$ cat src/core/amcd_defines.svh
/*
 * Register offsets, field positions, reset values and widths of the
 * accelerometer magnitude change detector.
 * Assumes it is included by bare name from files under core/.
 */
`ifndef AMCD_DEFINES_SVH
`define AMCD_DEFINES_SVH

// Byte register offsets
`define AMCD_ADDR_THS_HIGH     8'h60
`define AMCD_ADDR_THS_LOW      8'h61
`define AMCD_ADDR_DB_COUNT     8'h62
`define AMCD_ADDR_REF_X_HIGH   8'h63
`define AMCD_ADDR_REF_X_LOW    8'h64
`define AMCD_ADDR_REF_Y_HIGH   8'h65
`define AMCD_ADDR_REF_Y_LOW    8'h66
`define AMCD_ADDR_REF_Z_HIGH   8'h67
`define AMCD_ADDR_REF_Z_LOW    8'h68

// Common reset value of every byte register
`define AMCD_REG_RESET         8'h00

// Field positions in the high threshold byte
`define AMCD_THS_CLRMODE_BIT   7
`define AMCD_THS_HIGH_MSB      4
// Field positions in the high reference bytes
`define AMCD_REF_HIGH_MSB      5

// Documented widths
`define AMCD_THS_WIDTH         13
`define AMCD_CNT_WIDTH         8
`define AMCD_DATA_WIDTH        14

`endif

$ cat src/core/amcd_pkg.sv
/*
 * Types of the accelerometer magnitude change detector.
 * Assumes amcd_defines.svh is compiled alongside.
 */
package amcd_pkg;

   // Reference handling state
   typedef enum logic [1:0] {
      AMCD_REF_OFF     = 2'b00,
      AMCD_REF_CAPTURE = 2'b01,
      AMCD_REF_RUN     = 2'b10
   } amcd_ref_state_t;

   // One axis sample, two's complement
   typedef logic signed [13:0] amcd_sample_t;

endpackage

$ cat src/core/amcd_core.sv
/*
 * Accelerometer vector-magnitude change detector: threshold, debounce and
 * reference registers, reference loading and event flag.
 * Assumes byte register accesses arrive as one-cycle strobes synchronous to
 * MCLK_I, one axis triple per output sample marked by SAMPLE_VALID_I, and a
 * one-cycle SRC_READ_I pulse when the host reads the interrupt source.
 * Samples arrive already scaled to the selected full-scale range.
 */
`timescale 1ns/1ps
`include "amcd_defines.svh"

// Summary of operation
// - Clear mode 0: below threshold decrements counter
// - Clear mode 1: below threshold clears counter
// - Threshold 13 bits: high[4:0], low[7:0]
// - Threshold step equals one output count
// - 8-bit count, one step per sample
// - Hybrid mode halves debounce sample rate
// - Signed 14-bit references per axis, split bytes
// - Programmed references used only when init-source set
// - Event when distance exceeds threshold past count
// - Load references at enable, registers or sample
// - Latch holds flag until source read
// - Init-source plus hold: writes update live reference
module amcd_core #(
   parameter int DATA_W = `AMCD_DATA_WIDTH,
   parameter int THS_W  = `AMCD_THS_WIDTH,
   parameter int CNT_W  = `AMCD_CNT_WIDTH
) (
   input  wire logic                     MCLK_I,
   input  wire logic                     SYS_RST_I,
   input  wire logic [7:0]               REG_ADDR_I,
   input  wire logic [7:0]               REG_WDATA_I,
   input  wire logic                     REG_WR_I,
   input  wire logic                     REG_RD_I,
   input  wire logic                     ENABLE_I,
   input  wire logic                     LATCH_EN_I,
   input  wire logic                     INIT_SRC_I,
   input  wire logic                     REF_HOLD_I,
   input  wire logic                     HYBRID_I,
   input  wire logic                     SRC_READ_I,
   input  wire logic                     SAMPLE_VALID_I,
   input  wire amcd_pkg::amcd_sample_t   SAMPLE_X_I,
   input  wire amcd_pkg::amcd_sample_t   SAMPLE_Y_I,
   input  wire amcd_pkg::amcd_sample_t   SAMPLE_Z_I,
   output logic [7:0]                    REG_RDATA_O,
   output logic                          EVENT_O,
   output logic                          ACTIVE_O
);
   import amcd_pkg::*;

   // Elaboration check: byte layout fixes these widths
   if (DATA_W != `AMCD_DATA_WIDTH || THS_W != `AMCD_THS_WIDTH || CNT_W != `AMCD_CNT_WIDTH) begin : g_chk
      $error("amcd_core: widths must match the byte register layout");
   end

   ////////////////////////////////////////////////////////////////////////////
   // Register file

   logic [7:0]             ths_high_reg;
   logic [7:0]             ths_low_reg;
   logic [CNT_W-1:0]       db_count_reg;
   logic [7:0]             ref_x_high_reg;
   logic [7:0]             ref_x_low_reg;
   logic [7:0]             ref_y_high_reg;
   logic [7:0]             ref_y_low_reg;
   logic [7:0]             ref_z_high_reg;
   logic [7:0]             ref_z_low_reg;
   logic [THS_W-1:0]       threshold;
   logic                   clear_mode;
   amcd_sample_t           init_x;
   amcd_sample_t           init_y;
   amcd_sample_t           init_z;

   // Byte writes; unused high bits are kept as written since they read back R/W
   always_ff @(posedge MCLK_I) begin
      if (SYS_RST_I) begin
         ths_high_reg   <= `AMCD_REG_RESET;
         ths_low_reg    <= `AMCD_REG_RESET;
         db_count_reg   <= `AMCD_REG_RESET;
         ref_x_high_reg <= `AMCD_REG_RESET;
         ref_x_low_reg  <= `AMCD_REG_RESET;
         ref_y_high_reg <= `AMCD_REG_RESET;
         ref_y_low_reg  <= `AMCD_REG_RESET;
         ref_z_high_reg <= `AMCD_REG_RESET;
         ref_z_low_reg  <= `AMCD_REG_RESET;
      end else if (REG_WR_I) begin
         case (REG_ADDR_I)
            `AMCD_ADDR_THS_HIGH:   ths_high_reg   <= REG_WDATA_I;
            `AMCD_ADDR_THS_LOW:    ths_low_reg    <= REG_WDATA_I;
            `AMCD_ADDR_DB_COUNT:   db_count_reg   <= REG_WDATA_I;
            `AMCD_ADDR_REF_X_HIGH: ref_x_high_reg <= REG_WDATA_I;
            `AMCD_ADDR_REF_X_LOW:  ref_x_low_reg  <= REG_WDATA_I;
            `AMCD_ADDR_REF_Y_HIGH: ref_y_high_reg <= REG_WDATA_I;
            `AMCD_ADDR_REF_Y_LOW:  ref_y_low_reg  <= REG_WDATA_I;
            `AMCD_ADDR_REF_Z_HIGH: ref_z_high_reg <= REG_WDATA_I;
            `AMCD_ADDR_REF_Z_LOW:  ref_z_low_reg  <= REG_WDATA_I;
            default: ;
         endcase
      end
   end

   // Field assembly
   assign threshold  = {ths_high_reg[`AMCD_THS_HIGH_MSB:0], ths_low_reg};
   assign clear_mode = ths_high_reg[`AMCD_THS_CLRMODE_BIT];
   assign init_x     = {ref_x_high_reg[`AMCD_REF_HIGH_MSB:0], ref_x_low_reg};
   assign init_y     = {ref_y_high_reg[`AMCD_REF_HIGH_MSB:0], ref_y_low_reg};
   assign init_z     = {ref_z_high_reg[`AMCD_REF_HIGH_MSB:0], ref_z_low_reg};

   // Read data registered one cycle after the strobe; unmapped reads give zero
   always_ff @(posedge MCLK_I) begin
      if (SYS_RST_I) begin
         REG_RDATA_O <= `AMCD_REG_RESET;
      end else if (REG_RD_I) begin
         case (REG_ADDR_I)
            `AMCD_ADDR_THS_HIGH:   REG_RDATA_O <= ths_high_reg;
            `AMCD_ADDR_THS_LOW:    REG_RDATA_O <= ths_low_reg;
            `AMCD_ADDR_DB_COUNT:   REG_RDATA_O <= db_count_reg;
            `AMCD_ADDR_REF_X_HIGH: REG_RDATA_O <= ref_x_high_reg;
            `AMCD_ADDR_REF_X_LOW:  REG_RDATA_O <= ref_x_low_reg;
            `AMCD_ADDR_REF_Y_HIGH: REG_RDATA_O <= ref_y_high_reg;
            `AMCD_ADDR_REF_Y_LOW:  REG_RDATA_O <= ref_y_low_reg;
            `AMCD_ADDR_REF_Z_HIGH: REG_RDATA_O <= ref_z_high_reg;
            `AMCD_ADDR_REF_Z_LOW:  REG_RDATA_O <= ref_z_low_reg;
            default:               REG_RDATA_O <= `AMCD_REG_RESET;
         endcase
      end
   end

   ////////////////////////////////////////////////////////////////////////////
   // Reference point

   amcd_ref_state_t ref_state_reg;
   logic            enable_d_reg;
   amcd_sample_t    ref_x_reg;
   amcd_sample_t    ref_y_reg;
   amcd_sample_t    ref_z_reg;
   amcd_sample_t    smp_x_reg;
   amcd_sample_t    smp_y_reg;
   amcd_sample_t    smp_z_reg;
   logic            trigger;
   logic            enable_rise;

   assign enable_rise = ENABLE_I && !enable_d_reg;

   // Enable edge detect
   always_ff @(posedge MCLK_I) begin
      if (SYS_RST_I) begin
         enable_d_reg <= 1'b0;
      end else begin
         enable_d_reg <= ENABLE_I;
      end
   end

   // Sample held for the reference update that follows the compare
   always_ff @(posedge MCLK_I) begin
      if (SYS_RST_I) begin
         smp_x_reg <= '0;
         smp_y_reg <= '0;
         smp_z_reg <= '0;
      end else if (SAMPLE_VALID_I) begin
         smp_x_reg <= SAMPLE_X_I;
         smp_y_reg <= SAMPLE_Y_I;
         smp_z_reg <= SAMPLE_Z_I;
      end
   end

   // State: off, waiting for a first sample to capture, or running
   always_ff @(posedge MCLK_I) begin
      if (SYS_RST_I) begin
         ref_state_reg <= AMCD_REF_OFF;
      end else begin
         case (ref_state_reg)
            AMCD_REF_OFF: begin
               if (enable_rise) begin
                  ref_state_reg <= INIT_SRC_I ? AMCD_REF_RUN : AMCD_REF_CAPTURE;
               end
            end
            AMCD_REF_CAPTURE: begin
               if (!ENABLE_I) begin
                  ref_state_reg <= AMCD_REF_OFF;
               end else if (SAMPLE_VALID_I) begin
                  ref_state_reg <= AMCD_REF_RUN;
               end
            end
            AMCD_REF_RUN: begin
               if (!ENABLE_I) begin
                  ref_state_reg <= AMCD_REF_OFF;
               end
            end
            default: ref_state_reg <= AMCD_REF_OFF;
         endcase
      end
   end

   // Reference values: loaded at enable, followed live, or moved on a trigger
   always_ff @(posedge MCLK_I) begin
      if (SYS_RST_I) begin
         ref_x_reg <= '0;
         ref_y_reg <= '0;
         ref_z_reg <= '0;
      end else if (ref_state_reg == AMCD_REF_OFF && enable_rise && INIT_SRC_I) begin
         ref_x_reg <= init_x; // Programmed values in output counts
         ref_y_reg <= init_y;
         ref_z_reg <= init_z;
      end else if (ref_state_reg == AMCD_REF_CAPTURE && SAMPLE_VALID_I) begin
         ref_x_reg <= SAMPLE_X_I; // First sample after enable
         ref_y_reg <= SAMPLE_Y_I;
         ref_z_reg <= SAMPLE_Z_I;
      end else if (ref_state_reg == AMCD_REF_RUN && INIT_SRC_I && REF_HOLD_I) begin
         ref_x_reg <= init_x; // Host writes act at once
         ref_y_reg <= init_y;
         ref_z_reg <= init_z;
      end else if (trigger && !REF_HOLD_I) begin
         ref_x_reg <= smp_x_reg; // Reference follows the triggering sample
         ref_y_reg <= smp_y_reg;
         ref_z_reg <= smp_z_reg;
      end
   end

   ////////////////////////////////////////////////////////////////////////////
   // Distance compare

   logic cmp_done;
   logic cmp_above;
   logic cmp_start;

   // Compare only once a reference exists
   assign cmp_start = SAMPLE_VALID_I && ref_state_reg == AMCD_REF_RUN;

   // Threshold taken in raw output counts, so it scales with range
   amcd_distance #(
      .DATA_W (DATA_W),
      .THS_W  (THS_W)
   ) u_distance (
      .MCLK_I    (MCLK_I),
      .SYS_RST_I (SYS_RST_I),
      .START_I   (cmp_start),
      .X_I       (SAMPLE_X_I),
      .Y_I       (SAMPLE_Y_I),
      .Z_I       (SAMPLE_Z_I),
      .REF_X_I   (ref_x_reg),
      .REF_Y_I   (ref_y_reg),
      .REF_Z_I   (ref_z_reg),
      .THS_I     (threshold),
      .DONE_O    (cmp_done),
      .ABOVE_O   (cmp_above)
   );

   ////////////////////////////////////////////////////////////////////////////
   // Debounce and event flag

   logic [CNT_W-1:0] db_cnt_reg;
   logic [CNT_W-1:0] db_cnt_next;
   logic             phase_reg;
   logic             step;

   // In hybrid mode only every other result advances the counter
   assign step = cmp_done && (!HYBRID_I || phase_reg);

   // Hybrid phase toggles per result
   always_ff @(posedge MCLK_I) begin
      if (SYS_RST_I || !ENABLE_I) begin
         phase_reg <= 1'b0;
      end else if (cmp_done) begin
         phase_reg <= !phase_reg;
      end
   end

   // Next count: up while above, down or cleared while below, saturating
   always_comb begin
      db_cnt_next = db_cnt_reg;
      if (cmp_above) begin
         if (db_cnt_reg < db_count_reg) begin
            db_cnt_next = db_cnt_reg + CNT_W'(1);  // One step per sample, per two samples in hybrid mode
         end
      end else if (clear_mode) begin
         db_cnt_next = '0;
      end else if (db_cnt_reg != '0) begin
         db_cnt_next = db_cnt_reg - CNT_W'(1);
      end
   end

   // Debounce counter
   always_ff @(posedge MCLK_I) begin
      if (SYS_RST_I || !ENABLE_I) begin
         db_cnt_reg <= '0;
      end else if (step) begin
         db_cnt_reg <= db_cnt_next;
      end
   end

   // Condition true once above with the count already used up
   assign trigger = step && cmp_above && db_cnt_reg >= db_count_reg && !ACTIVE_O;

   // Real-time condition: cleared once the counter drains while below
   always_ff @(posedge MCLK_I) begin
      if (SYS_RST_I || !ENABLE_I) begin
         ACTIVE_O <= 1'b0;
      end else if (trigger) begin
         ACTIVE_O <= 1'b1;
      end else if (step && !cmp_above && db_cnt_next == '0) begin
         ACTIVE_O <= 1'b0;
      end
   end

   // Event flag; a trigger in the clearing cycle wins over the read.
   // Unlatched, it drops with the enable in the same edge as the condition.
   always_ff @(posedge MCLK_I) begin
      if (SYS_RST_I) begin
         EVENT_O <= 1'b0;
      end else if (!LATCH_EN_I) begin
         EVENT_O <= ENABLE_I && (trigger || (ACTIVE_O && !(step && !cmp_above && db_cnt_next == '0)));
      end else if (trigger) begin
         EVENT_O <= 1'b1;
      end else if (SRC_READ_I) begin
         EVENT_O <= 1'b0;
      end
   end

endmodule

$ cat src/core/amcd_distance.sv
/*
 * Squared distance between a sample and the reference point, compared
 * against the squared threshold; result registered one cycle after start.
 * Assumes inputs stand during the cycle in which START_I is high.
 */
`timescale 1ns/1ps
`include "amcd_defines.svh"

module amcd_distance #(
   parameter int DATA_W = `AMCD_DATA_WIDTH,
   parameter int THS_W  = `AMCD_THS_WIDTH
) (
   input  wire logic                     MCLK_I,
   input  wire logic                     SYS_RST_I,
   input  wire logic                     START_I,
   input  wire logic signed [DATA_W-1:0] X_I,
   input  wire logic signed [DATA_W-1:0] Y_I,
   input  wire logic signed [DATA_W-1:0] Z_I,
   input  wire logic signed [DATA_W-1:0] REF_X_I,
   input  wire logic signed [DATA_W-1:0] REF_Y_I,
   input  wire logic signed [DATA_W-1:0] REF_Z_I,
   input  wire logic        [THS_W-1:0]  THS_I,
   output logic                          DONE_O,
   output logic                          ABOVE_O
);
   import amcd_pkg::*;

   localparam int SQ_W  = 2 * (DATA_W + 1);
   localparam int SUM_W = SQ_W + 2;

   // Square of one axis difference; the difference needs one extra bit
   function automatic logic [SQ_W-1:0] axis_sq(input logic signed [DATA_W-1:0] a,
                                               input logic signed [DATA_W-1:0] b);
      logic signed [DATA_W:0] d;
      logic        [DATA_W:0] m;
      d = {a[DATA_W-1], a} - {b[DATA_W-1], b};
      m = d[DATA_W] ? (DATA_W+1)'(-d) : d;
      axis_sq = SQ_W'(m) * SQ_W'(m);
   endfunction

   logic [SUM_W-1:0] sum_sq;
   logic [SUM_W-1:0] ths_sq;

   // Squares avoid a square root and give the same ordering
   assign sum_sq = SUM_W'(axis_sq(X_I, REF_X_I)) + SUM_W'(axis_sq(Y_I, REF_Y_I))
                 + SUM_W'(axis_sq(Z_I, REF_Z_I));
   assign ths_sq = SUM_W'(THS_I) * SUM_W'(THS_I);

   // Registered result, one cycle after start
   always_ff @(posedge MCLK_I) begin
      if (SYS_RST_I) begin
         DONE_O  <= 1'b0;
         ABOVE_O <= 1'b0;
      end else begin
         DONE_O <= START_I;
         if (START_I) begin
            ABOVE_O <= sum_sq > ths_sq; // Strictly greater than threshold
         end
      end
   end

endmodule

$ cat config.mk
export PLATFORM = sky130hd
export DESIGN_NAME = amcd_core
export DESIGN_NICKNAME = d
export VERILOG_FILES = /design/src/core/amcd_pkg.sv /design/src/core/amcd_core.sv /design/src/core/amcd_distance.sv
export VERILOG_INCLUDE_DIRS = /design/src /design/src/core
export SDC_FILE = /design/constraint.sdc
export NUM_CORES = 2
export LEC_CHECK = 0
export BUFFER_PORTS_ARGS = -buffer_cell sky130_fd_sc_hd__buf_4
export CAP_MARGIN = 20
export CORE_ASPECT_RATIO = 0.8
export CORE_MARGIN = 2
export CORE_UTILIZATION = 35
export DETAILED_ROUTE_END_ITERATION = 8
export PLACE_DENSITY_LB_ADDON = 0.12
export SLEW_MARGIN = 20
export SYNTH_ARGS = -nofsm -noshare
export SYNTH_HDL_FRONTEND = slang
export SYNTH_SLANG_ARGS = --single-unit
$ cat constraint.sdc
create_clock -name MCLK_I -period 14.35 [get_ports MCLK_I]
set_input_delay 2.1525 -clock MCLK_I [delete_from_list [all_inputs] [get_ports MCLK_I]]
set_output_delay 2.1525 -clock MCLK_I [all_outputs]
set_load 0.02 [all_outputs]
==> metrics <==
Detailed Place HPWL ~87 mm; first-pass GRT wire length 167 mm; Synth Flop Type dfxtp_1; final core occ around 42%; share of layout cells above drive strength 1 between 10% and 20%; drt wl/cell around 17 um; Synth top area share around a third; Worst Tran Pin Value 1.03 ns; Row Count between 100 and 150; io pins 79; clk root buf clkbuf_16; clk buf depth 2; clock-pin slew on the worst setup and hold paths 0.07 ns; Die Area 104000 um2; Synth cell types 97; Max Cap Viol 0; Nets ~5600; Worst Hold Depth 2; Worst R2R Path Depth 55; yosys warns 0; clock tree sinks 180; Initial Util a little over a third; failing checks setup timing; Multi-input gate area 29000 um2; largest net degree at the start of global routing 87; Die Width approximately 360 um; Yosys top cell by area fa_1; DRT iter0 DRCs around 1500; Seq/Total Area, Yosys 10.1%; GRT Util Overall about a fifth; worst flop-to-flop path endpoint u_distance.ABOVE_O; mapped cell area 35500 um2; endpoints failing hold 0; most used cell, CP fa_1; Hold WC Path Type reg2reg; DRC 0; min-delay src ref_z_high_reg[6]; Routability Congestion between 0.8 and 0.9; CORE AREA ~100000 um2; Buf/Inv on CP 14; chip height 289 um; # port buffers 78; area growth from synthesis to layout 20.2%; Pre-antenna DRT Iters 7; worst-path maximum fanout 9; critical path startpoint category input pin; initial antenna violation count 1; Slew headroom 31.0%; WS Path Type in2reg; Endpoint, Worst Hold ref_z_high_reg[6]; Syn Area/Cell between 8 and 9 um2; hold_ws around 0.46 ns; Seq cells post-synth 180; Max Clk Rate 66.3 MHz; max incr delay on CP 0.54 ns; CTS tree yes; critical path's slowest cell fa_1; Gate Count Post-Synth approximately 4100; fin crit share 105%; final number of setup-violating endpoints 1; RSZ-0062 raised after global routing true; critical path data arrival time about 15 ns; antenna-violating nets left 0; flop2flop setup slack between 0.7 and 0.8 ns; via count approximately 29000; run status finished, violations left; clk_skew 0.0140 ns; Post-synth EDFFs 0; CP required 14.64 ns; WL final between 100 and 150 mm; Num CTS Buffers 17; # diodes 0; FF/Latch Area roughly 3600 um2; synth top area cells fa_1 34%, ha_1 14%, dfxtp_1 10%; Clock Latency Late Sink ~0.45 ns; H-tree level count 4; Avg Vias per Cell a little under 5; Worst setup EP type register; overflow left after global routing 0; Critical R2R Launch ref_y_reg[0]; commonest non-fill, non-tap cell in the layout inv_1; kind of cell adding the most delay to the critical path adder cells; vias in the first global route 29847; most frequent cells in the layout 840 x inv_1, 595 x buf_4, 588 x fa_1; Final Max Slew Viols 0; hold buffer count at CTS 0; fillcell total slightly above 10000; fin crit period 15.07 ns; final setup margin -0.723 ns; Async SR Flop Fraction 0%
what timing repair did:
item / CTS / global route
setup endpoints to repair: 1 / 1
resized for setup: 52 / 39
buffers inserted: 11 / 7
gates cloned: 0 / 0
pin swaps: 49 / 38
synthesized netlist by cell type, types with 56 or more instances:
master    instances
a211oi_1         93
a21oi_1         169
a22oi_1          57
and2_1           56
clkbuf_1        127
dfxtp_1         180
fa_1            598
ha_1            405
inv_1           846
mux2i_1          72
nand2_1         264
nand3_1          79
nor2_1          408
o21ai_0          71
xnor2_1          87
xor2_1           67
through the flow:
| stage | area [um2] | setup WS (ns) | instances | TNS [ns] |
|---|---|---|---|---|
| finish | 42700 | -0.723 | 5912 | -0.723 |
| global route | 42700 | -1.35 | 5912 | -1.35 |
| CTS | 42500 | -0.791 | 5905 | -0.791 |
| detailed placement | 41500 | -1.71 | 5862 | -1.71 |
| global placement | 41500 | -1.50 | 5862 | -1.50 |
| floorplan | 36000 | -0.427 | 4091 | -0.427 |
logic make-up after synthesis:
logic type | synth area share [%]
mux | 2.44
other cells | 0.0211
simple gates | 13.2
xor+xnor | 3.91
fa+ha+maj | 48.0
compound gates | 11.7
flops | 10.1
buf+inv | 10.6
tightest hold or removal path: cells and delay by family, from the launching register on:
kind / cells / cell delay [ns]
and+or+nand+nor: 1 / 0.05
AOI/OAI and AO/OA: 1 / 0.05
DFF: 1 / 0.31
area by class of cell:
class | count | area share (%)
flip-flops and latches | 180 | 8.44
inverters | 857 | 7.55
repair buffers | 606 | 10.9
well taps | 1325 | 3.88
clock inverters | 12 | 0.334
multi-input cells | 2912 | 67.9
clock buffers | 20 | 1.05
metal layers:
layer	vias up	GRT usage [%]	wire, um
met2	446	32.4	45400
met4	0	2.17	758
met1	14054	30.4	52000
li1	13963	-	-
met3	42	1.90	3980
met5	-	0	0
how the worst max path moves through the flow:
stage	to	depth (start not counted)	slack, ns	startpoint
after CTS	u_distance.ABOVE_O	61	-0.79	SAMPLE_Y_I[0]
after floorplan	u_distance.ABOVE_O	55	-0.43	SAMPLE_X_I[0]
after detailed placement	u_distance.ABOVE_O	65	-1.71	SAMPLE_Y_I[0]
final	u_distance.ABOVE_O	56	-0.72	SAMPLE_X_I[0]
after global routing	u_distance.ABOVE_O	63	-1.35	SAMPLE_Y_I[0]
after global placement	u_distance.ABOVE_O	62	-1.50	SAMPLE_Y_I[0]
Power is not shown: default switching activity piles up to over one toggle a cycle in this logic, so the estimate is an artifact.
